$ cat src/common/adc_seq_pkg.sv
package adc_seq_pkg;
    // Register indices on the plain register port
    localparam logic [2:0] ADDR_CONTROL = 3'h0;
    localparam logic [2:0] ADDR_INPUT = 3'h1;
    localparam logic [2:0] ADDR_SAMPLING = 3'h2;
    localparam logic [2:0] ADDR_ACCUM = 3'h3;
    localparam logic [2:0] ADDR_START = 3'h4;
    localparam logic [2:0] ADDR_FLAGS = 3'h5;
    localparam logic [2:0] ADDR_RESULT = 3'h6;
    localparam logic [2:0] ADDR_STATUS = 3'h7;
    // Field positions
    localparam int FREE_RUN_POS = 0;
    localparam int RES_SEL_LSB = 1;
    localparam int PRESC_LSB = 4;
    localparam int GAIN_LSB = 0;
    localparam int DIFF_POS = 4;
    localparam int START_POS = 0;
    localparam int READY_POS = 0;
    localparam int OVERRUN_POS = 1;
    // Resolution select codes
    localparam logic [1:0] RES_12 = 2'h0;
    localparam logic [1:0] RES_ACC = 2'h1;
    localparam logic [1:0] RES_10 = 2'h2;
    localparam logic [1:0] RES_8 = 2'h3;
    // Reset values
    localparam logic [1:0] RES_SEL_RST = RES_12;
    localparam logic [2:0] PRESC_RST = 3'h0;
    localparam logic [3:0] GAIN_RST = 4'h0;
    localparam logic [5:0] SAMPLEN_RST = 6'h00;
    localparam logic [3:0] COUNT_RST = 4'h0;
    // Accumulation limits
    localparam logic [3:0] COUNT_MAX = 4'ha;
    localparam logic [3:0] SHIFT_FREE = 4'h4;
    localparam int SUM_W = 23;
    typedef enum logic [3:0] {
        ST_IDLE = 4'b0001,
        ST_SAMPLE = 4'b0010,
        ST_CONVERT = 4'b0100,
        ST_DONE = 4'b1000
    } seq_state_t;
endpackage

$ cat src/common/seq_link_if.sv
`timescale 1ns/1ps
interface seq_link_if;
    logic [2:0] presc_code;
    logic tick;
    logic acc_clear;
    logic acc_valid;
    logic acc_signed;
    logic [15:0] acc_data;
    logic [3:0] acc_code;
    logic acc_done;
    logic [15:0] acc_result;
    modport pre (input presc_code, output tick);
    modport acc (input acc_clear, acc_valid, acc_signed, acc_data, acc_code,
                 output acc_done, acc_result);
    modport seq (output presc_code, acc_clear, acc_valid, acc_signed, acc_data,
                 acc_code, input tick, acc_done, acc_result);
endinterface

$ cat src/rtl/adc_conversion_sequencer.sv
// Notes on behaviour
// - Generic clock divided by internal prescaler.
// - Latency set by mode, resolution, gain.
// - Gain delay follows gain code table.
// - 8, 10, 12-bit; resets to 12.
// - Resolution write affects later conversions.
// - Differential bit selects signed conversions.
// - Both input modes in both run modes.
// - Free-running restarts conversions without triggers.
// - Ready flag set after every result; when accumulating, only after the last sample.
// - Start request synchronized before conversion.
// - Input sampled in first half period.
// - Sampling length field lengthens sampling.
// - Sum 2^code samples; reserved gives one.
// - Above 16 samples shift by code-4.
// - New result overwrites result register.
// - Unread result replaced sets overrun flag.
// - Start by software bit or trigger.
//
// Decided for this implementation: the address map and the plain strobed port.
`timescale 1ns/1ps
module adc_conversion_sequencer
    import adc_seq_pkg::*;
(
    // Clock and reset
    input wire logic core_clk_in,
    input wire logic reset_n_in,
    // Register port
    input wire logic [2:0] reg_addr_in,
    input wire logic [15:0] reg_wdata_in,
    input wire logic reg_wr_in,
    input wire logic reg_rd_in,
    output logic [15:0] reg_rdata_out,
    // Trigger
    input wire logic event_trigger_in,
    // Converter core
    input wire logic [11:0] conv_data_in,
    output logic sample_hold_out,
    output logic conv_active_out,
    output logic [3:0] input_gain_code_out,
    output logic differential_select_out,
    // Flags
    output logic result_ready_flag_out,
    output logic overrun_flag_out
);
    seq_link_if link ();

    clock_prescaler u_prescaler (
        .core_clk_in(core_clk_in),
        .reset_n_in(reset_n_in),
        .link(link)
    );

    sample_accumulator u_accumulator (
        .core_clk_in(core_clk_in),
        .reset_n_in(reset_n_in),
        .link(link)
    );

    // Gain delay in half conversion periods
    function automatic logic [2:0] gain_halves(input logic [3:0] gain,
                                               input logic diff, input logic free);
        logic [2:0] g;
        g = 3'h0;
        case (gain)
            4'h1: g = 3'h1;
            4'h2: g = 3'h2;
            4'h3: g = 3'h3;
            4'h4: g = 3'h4;
            4'hf: g = 3'h1;
            default: g = 3'h0;
        endcase
        if (free) begin
            if (diff) begin
                g = (gain == 4'hf) ? 3'h0 : {g[2:1], 1'b0};
            end else begin
                g = (gain == 4'hf) ? 3'h2 : 3'(((g + 3'h1) >> 1) << 1);
            end
        end else if (!diff) begin
            g = 3'(g + 3'h2);
        end
        return g;
    endfunction

    function automatic logic [6:0] res_bits(input logic [1:0] sel);
        case (sel)
            RES_10: res_bits = 7'd10;
            RES_8: res_bits = 7'd8;
            default: res_bits = 7'd12;
        endcase
    endfunction

    // Configuration registers
    logic free_q, free_d, diff_q, diff_d;
    logic [1:0] res_q, res_d;
    logic [2:0] presc_q, presc_d;
    logic [3:0] gain_q, gain_d, count_q, count_d;
    logic [5:0] samplen_q, samplen_d;
    logic wr_ctrl, wr_start, wr_flags, rd_result;

    always_comb begin
        wr_ctrl = reg_wr_in && reg_addr_in == ADDR_CONTROL;
        wr_start = reg_wr_in && reg_addr_in == ADDR_START;
        wr_flags = reg_wr_in && reg_addr_in == ADDR_FLAGS;
        rd_result = reg_rd_in && reg_addr_in == ADDR_RESULT;
        free_d = free_q;
        res_d = res_q;
        presc_d = presc_q;
        gain_d = gain_q;
        diff_d = diff_q;
        samplen_d = samplen_q;
        count_d = count_q;
        if (wr_ctrl) begin
            free_d = reg_wdata_in[FREE_RUN_POS];
            res_d = reg_wdata_in[RES_SEL_LSB +: 2];
            presc_d = reg_wdata_in[PRESC_LSB +: 3];
        end
        if (reg_wr_in && reg_addr_in == ADDR_INPUT) begin
            gain_d = reg_wdata_in[GAIN_LSB +: 4];
            diff_d = reg_wdata_in[DIFF_POS];
        end
        if (reg_wr_in && reg_addr_in == ADDR_SAMPLING) begin
            samplen_d = reg_wdata_in[5:0];
        end
        if (reg_wr_in && reg_addr_in == ADDR_ACCUM) begin
            count_d = reg_wdata_in[3:0];
        end
    end

    always_ff @(posedge core_clk_in) begin
        if (!reset_n_in) begin
            free_q <= 1'b0;
            res_q <= RES_SEL_RST;
            presc_q <= PRESC_RST;
            gain_q <= GAIN_RST;
            diff_q <= 1'b0;
            samplen_q <= SAMPLEN_RST;
            count_q <= COUNT_RST;
        end else begin
            free_q <= free_d;
            res_q <= res_d;
            presc_q <= presc_d;
            gain_q <= gain_d;
            diff_q <= diff_d;
            samplen_q <= samplen_d;
            count_q <= count_d;
        end
    end

    // Start request and its synchronizer
    logic pend_q, pend_d, sync1_q, sync2_q;
    seq_state_t state_q, state_d;
    logic [6:0] cnt_q, cnt_d, lat;
    logic [15:0] sample_ext;

    always_comb begin
        pend_d = pend_q;
        if (state_q != ST_IDLE) begin
            pend_d = 1'b0;
        end
        if ((wr_start && reg_wdata_in[START_POS]) || event_trigger_in) begin
            pend_d = 1'b1;
        end
    end

    always_ff @(posedge core_clk_in) begin
        if (!reset_n_in) begin
            pend_q <= 1'b0;
            sync1_q <= 1'b0;
            sync2_q <= 1'b0;
        end else begin
            pend_q <= pend_d;
            sync1_q <= pend_q;
            sync2_q <= sync1_q;
        end
    end

    // Sequencing of sampling and conversion phases
    always_comb begin
        lat = 7'(res_bits(res_q) + 7'(gain_halves(gain_q, diff_q, free_q))
              + (free_q ? 7'd0 : 7'd2));
        case (res_q)
            RES_10: sample_ext = diff_q ? {{6{conv_data_in[9]}}, conv_data_in[9:0]}
                                        : {6'h00, conv_data_in[9:0]};
            RES_8: sample_ext = diff_q ? {{8{conv_data_in[7]}}, conv_data_in[7:0]}
                                       : {8'h00, conv_data_in[7:0]};
            default: sample_ext = diff_q ? {{4{conv_data_in[11]}}, conv_data_in}
                                         : {4'h0, conv_data_in};
        endcase
        state_d = state_q;
        cnt_d = cnt_q;
        link.acc_clear = 1'b0;
        link.acc_valid = 1'b0;
        case (state_q)
            ST_IDLE: begin
                if (sync2_q && link.tick) begin
                    state_d = ST_SAMPLE;
                    cnt_d = 7'(samplen_q) + 7'd1;
                    link.acc_clear = 1'b1;
                end
            end
            ST_SAMPLE: begin
                if (link.tick) begin
                    if (cnt_q == 7'd1) begin
                        state_d = ST_CONVERT;
                        cnt_d = 7'(lat - 7'd1);
                    end else begin
                        cnt_d = 7'(cnt_q - 7'd1);
                    end
                end
            end
            ST_CONVERT: begin
                if (link.tick) begin
                    if (cnt_q == 7'd1) begin
                        state_d = ST_DONE;
                        link.acc_valid = 1'b1;
                    end else begin
                        cnt_d = 7'(cnt_q - 7'd1);
                    end
                end
            end
            ST_DONE: begin
                if (free_q || !link.acc_done) begin
                    state_d = ST_SAMPLE;
                    cnt_d = 7'(samplen_q) + 7'd1;
                end else begin
                    state_d = ST_IDLE;
                end
            end
            default: begin
                state_d = ST_IDLE;
                cnt_d = 7'd0;
            end
        endcase
    end

    always_ff @(posedge core_clk_in) begin
        if (!reset_n_in) begin
            state_q <= ST_IDLE;
            cnt_q <= 7'd0;
        end else begin
            state_q <= state_d;
            cnt_q <= cnt_d;
        end
    end

    assign link.presc_code = presc_q;
    assign link.acc_signed = diff_q;
    assign link.acc_data = sample_ext;
    assign link.acc_code = (res_q == RES_ACC) ? count_q : 4'hf;

    // Result, flags and read port
    logic [15:0] result_q, result_d, rdata_q, rdata_d;
    logic ready_q, ready_d, overrun_q, overrun_d;

    always_comb begin
        result_d = result_q;
        ready_d = ready_q;
        overrun_d = overrun_q;
        if (rd_result) begin
            ready_d = 1'b0;
        end
        if (wr_flags && reg_wdata_in[READY_POS]) begin
            ready_d = 1'b0;
        end
        if (wr_flags && reg_wdata_in[OVERRUN_POS]) begin
            overrun_d = 1'b0;
        end
        if (link.acc_done) begin
            result_d = link.acc_result;
            ready_d = 1'b1;
            if (ready_q && !rd_result) begin
                overrun_d = 1'b1;
            end
        end
        rdata_d = 16'h0000;
        if (reg_rd_in) begin
            case (reg_addr_in)
                ADDR_CONTROL: rdata_d = {9'h000, presc_q, 1'b0, res_q, free_q};
                ADDR_INPUT: rdata_d = {11'h000, diff_q, gain_q};
                ADDR_SAMPLING: rdata_d = {10'h000, samplen_q};
                ADDR_ACCUM: rdata_d = {12'h000, count_q};
                ADDR_FLAGS: rdata_d = {14'h0000, overrun_q, ready_q};
                ADDR_RESULT: rdata_d = result_q;
                ADDR_STATUS: rdata_d = {12'h000, state_q};
                default: rdata_d = 16'h0000;
            endcase
        end
    end

    always_ff @(posedge core_clk_in) begin
        if (!reset_n_in) begin
            result_q <= 16'h0000;
            ready_q <= 1'b0;
            overrun_q <= 1'b0;
            rdata_q <= 16'h0000;
        end else begin
            result_q <= result_d;
            ready_q <= ready_d;
            overrun_q <= overrun_d;
            rdata_q <= rdata_d;
        end
    end

    assign sample_hold_out = (state_q == ST_SAMPLE);
    assign conv_active_out = (state_q != ST_IDLE);
    assign input_gain_code_out = gain_q;
    assign differential_select_out = diff_q;
    assign result_ready_flag_out = ready_q;
    assign overrun_flag_out = overrun_q;
    assign reg_rdata_out = rdata_q;

    property p_ready_set;
        @(posedge core_clk_in) disable iff (!reset_n_in)
        link.acc_done |=> ready_q;
    endproperty
    a_ready_set: assert property (p_ready_set)
        else $error("ready flag not set after result");

    property p_result_load;
        @(posedge core_clk_in) disable iff (!reset_n_in)
        link.acc_done |=> result_q == $past(link.acc_result);
    endproperty
    a_result_load: assert property (p_result_load)
        else $error("result register not overwritten");

    property p_overrun;
        @(posedge core_clk_in) disable iff (!reset_n_in)
        (link.acc_done && ready_q && !rd_result) |=> overrun_q;
    endproperty
    a_overrun: assert property (p_overrun)
        else $error("overrun not flagged");

    property p_latency;
        @(posedge core_clk_in) disable iff (!reset_n_in)
        (state_q == ST_SAMPLE && link.tick && cnt_q == 7'd1)
        |=> (state_q == ST_CONVERT && cnt_q == $past(lat) - 7'd1);
    endproperty
    a_latency: assert property (p_latency)
        else $error("conversion count wrong");

    property p_sample_len;
        @(posedge core_clk_in) disable iff (!reset_n_in)
        (state_q == ST_IDLE && sync2_q && link.tick)
        |=> (sample_hold_out && cnt_q == 7'($past(samplen_q)) + 7'd1);
    endproperty
    a_sample_len: assert property (p_sample_len)
        else $error("sampling length not applied");

    property p_start_sync;
        @(posedge core_clk_in) disable iff (!reset_n_in)
        (state_q == ST_IDLE) ##1 (state_q == ST_SAMPLE) |-> $past(sync2_q);
    endproperty
    a_start_sync: assert property (p_start_sync)
        else $error("conversion began without synced start");

    property p_free_run;
        @(posedge core_clk_in) disable iff (!reset_n_in)
        (state_q == ST_DONE && free_q) |=> state_q == ST_SAMPLE;
    endproperty
    a_free_run: assert property (p_free_run)
        else $error("free-running did not restart");

    property p_res_write;
        @(posedge core_clk_in) disable iff (!reset_n_in)
        wr_ctrl |=> res_q == $past(reg_wdata_in[RES_SEL_LSB +: 2]);
    endproperty
    a_res_write: assert property (p_res_write)
        else $error("resolution write lost");

    property p_acc_more;
        @(posedge core_clk_in) disable iff (!reset_n_in)
        (state_q == ST_DONE && !link.acc_done) |=> state_q == ST_SAMPLE;
    endproperty
    a_acc_more: assert property (p_acc_more)
        else $error("accumulation stopped early");
endmodule // adc_conversion_sequencer

$ cat src/rtl/clock_prescaler.sv
`timescale 1ns/1ps
module clock_prescaler
    import adc_seq_pkg::*;
(
    // Clock and reset
    input wire logic core_clk_in,
    input wire logic reset_n_in,
    // Sequencer side
    seq_link_if.pre link
);
    logic [7:0] cnt_q, cnt_d, limit;
    logic tick_q, tick_d;

    // Half conversion period is 2^(code+1) generic clocks
    always_comb begin
        limit = 8'((9'h002 << link.presc_code) - 9'h001);
        tick_d = (cnt_q >= limit);
        cnt_d = tick_d ? 8'h00 : 8'(cnt_q + 8'h01);
    end

    always_ff @(posedge core_clk_in) begin
        if (!reset_n_in) begin
            cnt_q <= 8'h00;
            tick_q <= 1'b0;
        end else begin
            cnt_q <= cnt_d;
            tick_q <= tick_d;
        end
    end

    assign link.tick = tick_q;
endmodule // clock_prescaler

$ cat src/rtl/sample_accumulator.sv
`timescale 1ns/1ps
module sample_accumulator
    import adc_seq_pkg::*;
(
    // Clock and reset
    input wire logic core_clk_in,
    input wire logic reset_n_in,
    // Sequencer side
    seq_link_if.acc link
);
    logic [SUM_W-1:0] sum_q, sum_d, sum_new, ext;
    logic [10:0] cnt_q, cnt_d, target;
    logic [3:0] shift;
    logic done_q, done_d;
    logic [15:0] res_q, res_d;

    always_comb begin
        target = (link.acc_code <= COUNT_MAX) ? (11'h001 << link.acc_code) : 11'h001;
        shift = (link.acc_code > SHIFT_FREE && link.acc_code <= COUNT_MAX)
              ? 4'(link.acc_code - SHIFT_FREE) : 4'h0;
        ext = link.acc_signed ? {{(SUM_W-16){link.acc_data[15]}}, link.acc_data}
                              : {{(SUM_W-16){1'b0}}, link.acc_data};
        sum_new = 23'((cnt_q == 11'h000 ? 23'h000000 : sum_q) + ext);
        sum_d = sum_q;
        cnt_d = cnt_q;
        done_d = 1'b0;
        res_d = res_q;
        if (link.acc_clear) begin
            cnt_d = 11'h000;
        end else if (link.acc_valid) begin
            sum_d = sum_new;
            if (11'(cnt_q + 11'h001) >= target) begin
                cnt_d = 11'h000;
                done_d = 1'b1;
                res_d = link.acc_signed ? 16'($signed(sum_new) >>> shift)
                                        : 16'(sum_new >> shift);
            end else begin
                cnt_d = 11'(cnt_q + 11'h001);
            end
        end
    end

    always_ff @(posedge core_clk_in) begin
        if (!reset_n_in) begin
            sum_q <= 23'h000000;
            cnt_q <= 11'h000;
            done_q <= 1'b0;
            res_q <= 16'h0000;
        end else begin
            sum_q <= sum_d;
            cnt_q <= cnt_d;
            done_q <= done_d;
            res_q <= res_d;
        end
    end

    assign link.acc_done = done_q;
    assign link.acc_result = res_q;
endmodule // sample_accumulator

$ cat config.mk
export PLATFORM = sky130hd
export DESIGN_NAME = adc_conversion_sequencer
export DESIGN_NICKNAME = d
export VERILOG_FILES = /design/src/common/adc_seq_pkg.sv /design/src/common/seq_link_if.sv /design/src/rtl/adc_conversion_sequencer.sv /design/src/rtl/clock_prescaler.sv /design/src/rtl/sample_accumulator.sv
export SDC_FILE = /design/constraint.sdc
export NUM_CORES = 1
export LEC_CHECK = 0
export ABC_AREA = 1
export ABC_CLOCK_PERIOD_IN_PS = 5500
export CAP_MARGIN = 5
export CORE_MARGIN = 4
export CORE_UTILIZATION = 40
export CTS_BUF_LIST = sky130_fd_sc_hd__clkbuf_4 sky130_fd_sc_hd__clkbuf_8
export DETAILED_ROUTE_END_ITERATION = 8
export DONT_BUFFER_PORTS = 1
export GPL_ROUTABILITY_DRIVEN = 0
export HOLD_SLACK_MARGIN = 0.1
export SLEW_MARGIN = 5
export SYNTH_ARGS = -nofsm -noshare
export SYNTH_HDL_FRONTEND = slang
export SYNTH_SLANG_ARGS = --single-unit
$ cat constraint.sdc
create_clock -name core_clk_in -period 5.5 [get_ports core_clk_in]
set_input_delay 1.1 -clock core_clk_in [delete_from_list [all_inputs] [get_ports core_clk_in]]
set_output_delay 1.1 -clock core_clk_in [all_outputs]
set_load 0.05 [all_outputs]
==> summary.txt <==
status: finished clean
commonest register cell after synthesis: dfxtp_1
1st-iter DRT viols: 685
Final nets: 1549
total track usage: 20.6%
Synth top area share: 27.9%
Skew-Pair Late Insertion Delay: 0.46 ns
Routed Antenna Nets: 0
setup TNS: 0 ns
worst-case vdd ir drop: 0.000126 V
Max Cap Viol: 0
Min-Delay Path Depth: 2
DIE AREA: 25700 µm²
PD cells: 240 nW/µm²
Area Overhead vs Synth: 5.90%
postcts setup bufs: 0
Net Count, Synth: 1577
Hold WS: 0.413 ns
IO Pins: 61
Post-Syn Instances: 1485
total vias in the final route: 9081
Post-CTS Hold Buffers: 0
Max transition margin: 22.5%
register bit count reported by yosys: 129
Pre-antenna DRT Iters: 6
vias in the first global route: 8682
CTS resizes: 0
n_diodes: 0
clock sinks: 129
Reg-to-Reg Start: u_accumulator.cnt_q[0]
number of library cell types mapped by synthesis: 53
Max Freq: 0.251 GHz
WHS Endpoint: sync2_q
Worst-Margin Slew: 1.16 ns
Static Leakage: 4.62 nW
fraction of layout cells with a size suffix above 1: 4.97%
area leader, netlist: dfxtp_1
vias per cell: 5.17
Initial Utilization: 40.8%
peak fanout along the critical path: 22
wire per inst: 14.7 µm
Hold Path Origin: sync1_q
DIE WIDTH: 160 µm
Fin Clk Skew: 0.0241 ns
Tcrit/Tclk final: 72.5%
flop2flop setup slack: 1.51 ns
Crit path arrival time: 4.34 ns
first-pass GRT wire length: 43700 µm
cell area after synthesis: 9270 µm²
Sw Ratio: 37.6%
setup violators final: 0
total congestion overflow: 0
largest net degree at the start of global routing: 72
num rows: 55
RR Endpoint: u_accumulator.link.acc_result[8]
asr flop ratio synth: 0%
H-Tree Depth: 4
Die Height: 160 µm
CORE AREA: 22700 µm²
CP Data Required Time: 5.85 ns
yosys warns: 0
Seq pwr share: 42.3%
Tot Pwr: 2.36 mW
WL final: 25800 µm
Psw: 0.887 mW
endpoint class of the critical path: flip-flop
critical path launch point type: flip-flop
Syn Area/Cell: 6.24 µm²
Residual DRC: 0
Longest Clk Path Bufs: 2
root buffer selected by CTS: clkbuf_8
initial antenna violation count: 0
HPWL Detailed: 19700 µm
fin. max-slew vios: 0
clk slew on worst S/H paths: 0.09 ns
type of the tightest min-delay check: reg -> reg
post-route minimum period: 3.99 ns
crit path kind: reg -> reg
sequential-to-total area share from yosys stat: 27.9%
count of final hold-check violations: 0
Register-to-Register Path Depth: 24
CTS tree: yes
Post-synth EDFFs: 0
clock power share: 36.5%
Num CTS Buffers: 17
Power Internal: 1.47 mW
combinational group share of total power: 21.2%
I/O Buffers: 0
RSZ-0062 raised after global routing: false
dominant cells by area after synthesis: dfxtp_1, nand2_1, nand3_1
Finished Core Util: 43.2%
==> metal layers <==
layer  vias up  wire (µm)  global-route usage, %  part of all wire [%]
met5         -          0                      0                     0
met4         0        735                   7.16                   2.8
met3        44        985                   2.79                   3.8
met2       192      12100                   35.0                    47
met1      4067      12000                   26.9                    46
li1       4778          -                      -                     -
==> area by class of cell <==
class | count | area, µm²
repair buffers | 2 | 15.0
inverters | 229 | 865
clock buffers | 17 | 234
clock inverters | 15 | 188
flip-flops and latches | 129 | 2580
well taps | 285 | 357
fillers | 2395 | 12900
multi-input cells | 1078 | 5580
==> cell usage after synthesis (all sizes together), types with 2 or more instances <==
master / number
a2111oi: 2
buf: 21
nand3b: 3
a21oi: 116
inv: 223
dfxtp: 129
nor3: 19
o32ai: 2
nor2: 149
or2: 3
nor3b: 6
a211oi: 4
and3: 2
o21bai: 2
o211ai: 18
fa: 2
nand4: 14
a21o: 2
a211o: 2
xor2: 15
ha: 54
o22ai: 11
xnor2: 6
nand2: 374
nand3: 176
nor4: 3
o21ai: 81
clkbuf: 28
clkinv: 6
a31oi: 2
o221ai: 5
==> power groups by stage <==
stage | clock network [mW] | logic (mW) | registers [mW]
after floorplan | 0 | 0.407 | 1.01
after global placement | 0 | 0.493 | 1.02
after detailed placement | 0 | 0.497 | 1.02
after CTS | 0.886 | 0.500 | 0.998
after global routing | 0.929 | 0.566 | 1.00
final | 0.861 | 0.499 | 0.998
==> logic make-up (layout without fill, tap and decap cells) <==
family / Yosys count / in the layout / synth area share, %
AO/OA/AOI/OAI: 251 / 251 / 15.2
XOR/XNOR: 21 / 21 / 1.98
adder cells (fa/ha/maj): 56 / 56 / 7.72
buffers and inverters: 278 / 263 / 12.0
flip-flops: 129 / 129 / 27.9
AND/OR/NAND/NOR: 750 / 750 / 35.2
==> registers in the layout, indices dropped and copies added, names as in the netlist, 4 cells and up <==
register,count
cnt_q,7
count_q,4
input_gain_code_out,4
reg_rdata_out,16
result_q,16
samplen_q,6
state_q,4
u_accumulator.cnt_q,11
u_accumulator.link.acc_result,16
u_accumulator.sum_q,23
u_prescaler.cnt_q,8
==> worst max path at each step <==
stage	start	to	slack, ns
global route	u_accumulator.cnt_q[0]	u_accumulator.link.acc_result[8]	0.98
floorplan	conv_data_in[7]	u_accumulator.link.acc_result[13]	2.35
detailed placement	u_accumulator.cnt_q[0]	u_accumulator.link.acc_result[8]	1.52
global placement	u_accumulator.cnt_q[0]	u_accumulator.link.acc_result[8]	1.51
finish	u_accumulator.cnt_q[0]	u_accumulator.link.acc_result[8]	1.51
CTS	u_accumulator.cnt_q[0]	u_accumulator.link.acc_result[8]	1.48
==> critical path, stage by stage, from the launching register on <==
cell and delay (ns):
dfxtp_1 0.38, inv_1 0.08, ha_1 0.17, nand2_1 0.06
nor3_1 0.12, nand2_1 0.15, inv_1 0.59, nor2_1 0.11
ha_1 0.39, nand2_1 0.16, inv_1 0.07, a21oi_1 0.26
nor2_1 0.09, nor2_1 0.13, nand2_1 0.06, nand2_1 0.12
nand2_1 0.16, nand2_1 0.12, nand3_1 0.12, nand3_1 0.13
nand2_1 0.07, nand2_1 0.07, nand2_1 0.09, nor2_1 0.13
nor2_1 0.05
==> through the flow <==
step	cell area (µm²)	worst slack (ns)	std cells
3_3_place_gp	9400	1.51	1723
4_1_cts	9820	1.48	1755
3_5_place_dp	9400	1.52	1723
5_1_grt	9820	0.983	1755
2_1_floorplan	9270	2.35	1485
6_report	9820	1.51	1755
==> cells in the final DEF, fill, tap and decap left out, types with 4 or more instances in the layout <==
cell / synthesis / routed
o211ai_1: 16 / 16
clkinv_8: 0 / 6
nand2_1: 365 / 365
nand2_2: 7 / 7
a21oi_1: 114 / 114
clkbuf_8: 0 / 17
inv_8: 0 / 5
o21ai_0: 76 / 76
ha_1: 54 / 54
inv_1: 216 / 216
xnor2_1: 6 / 6
nor3_1: 16 / 16
xor2_1: 15 / 15
nand3_1: 174 / 174
nor3b_1: 6 / 6
clkinv_1: 4 / 4
a211oi_1: 4 / 4
nor2_2: 4 / 4
o22ai_1: 11 / 11
o221ai_1: 5 / 5
nor2_1: 142 / 142
inv_2: 6 / 6
o21ai_1: 5 / 5
dfxtp_1: 129 / 129
nand4_1: 14 / 14
Power figures use the tool's default switching activity.
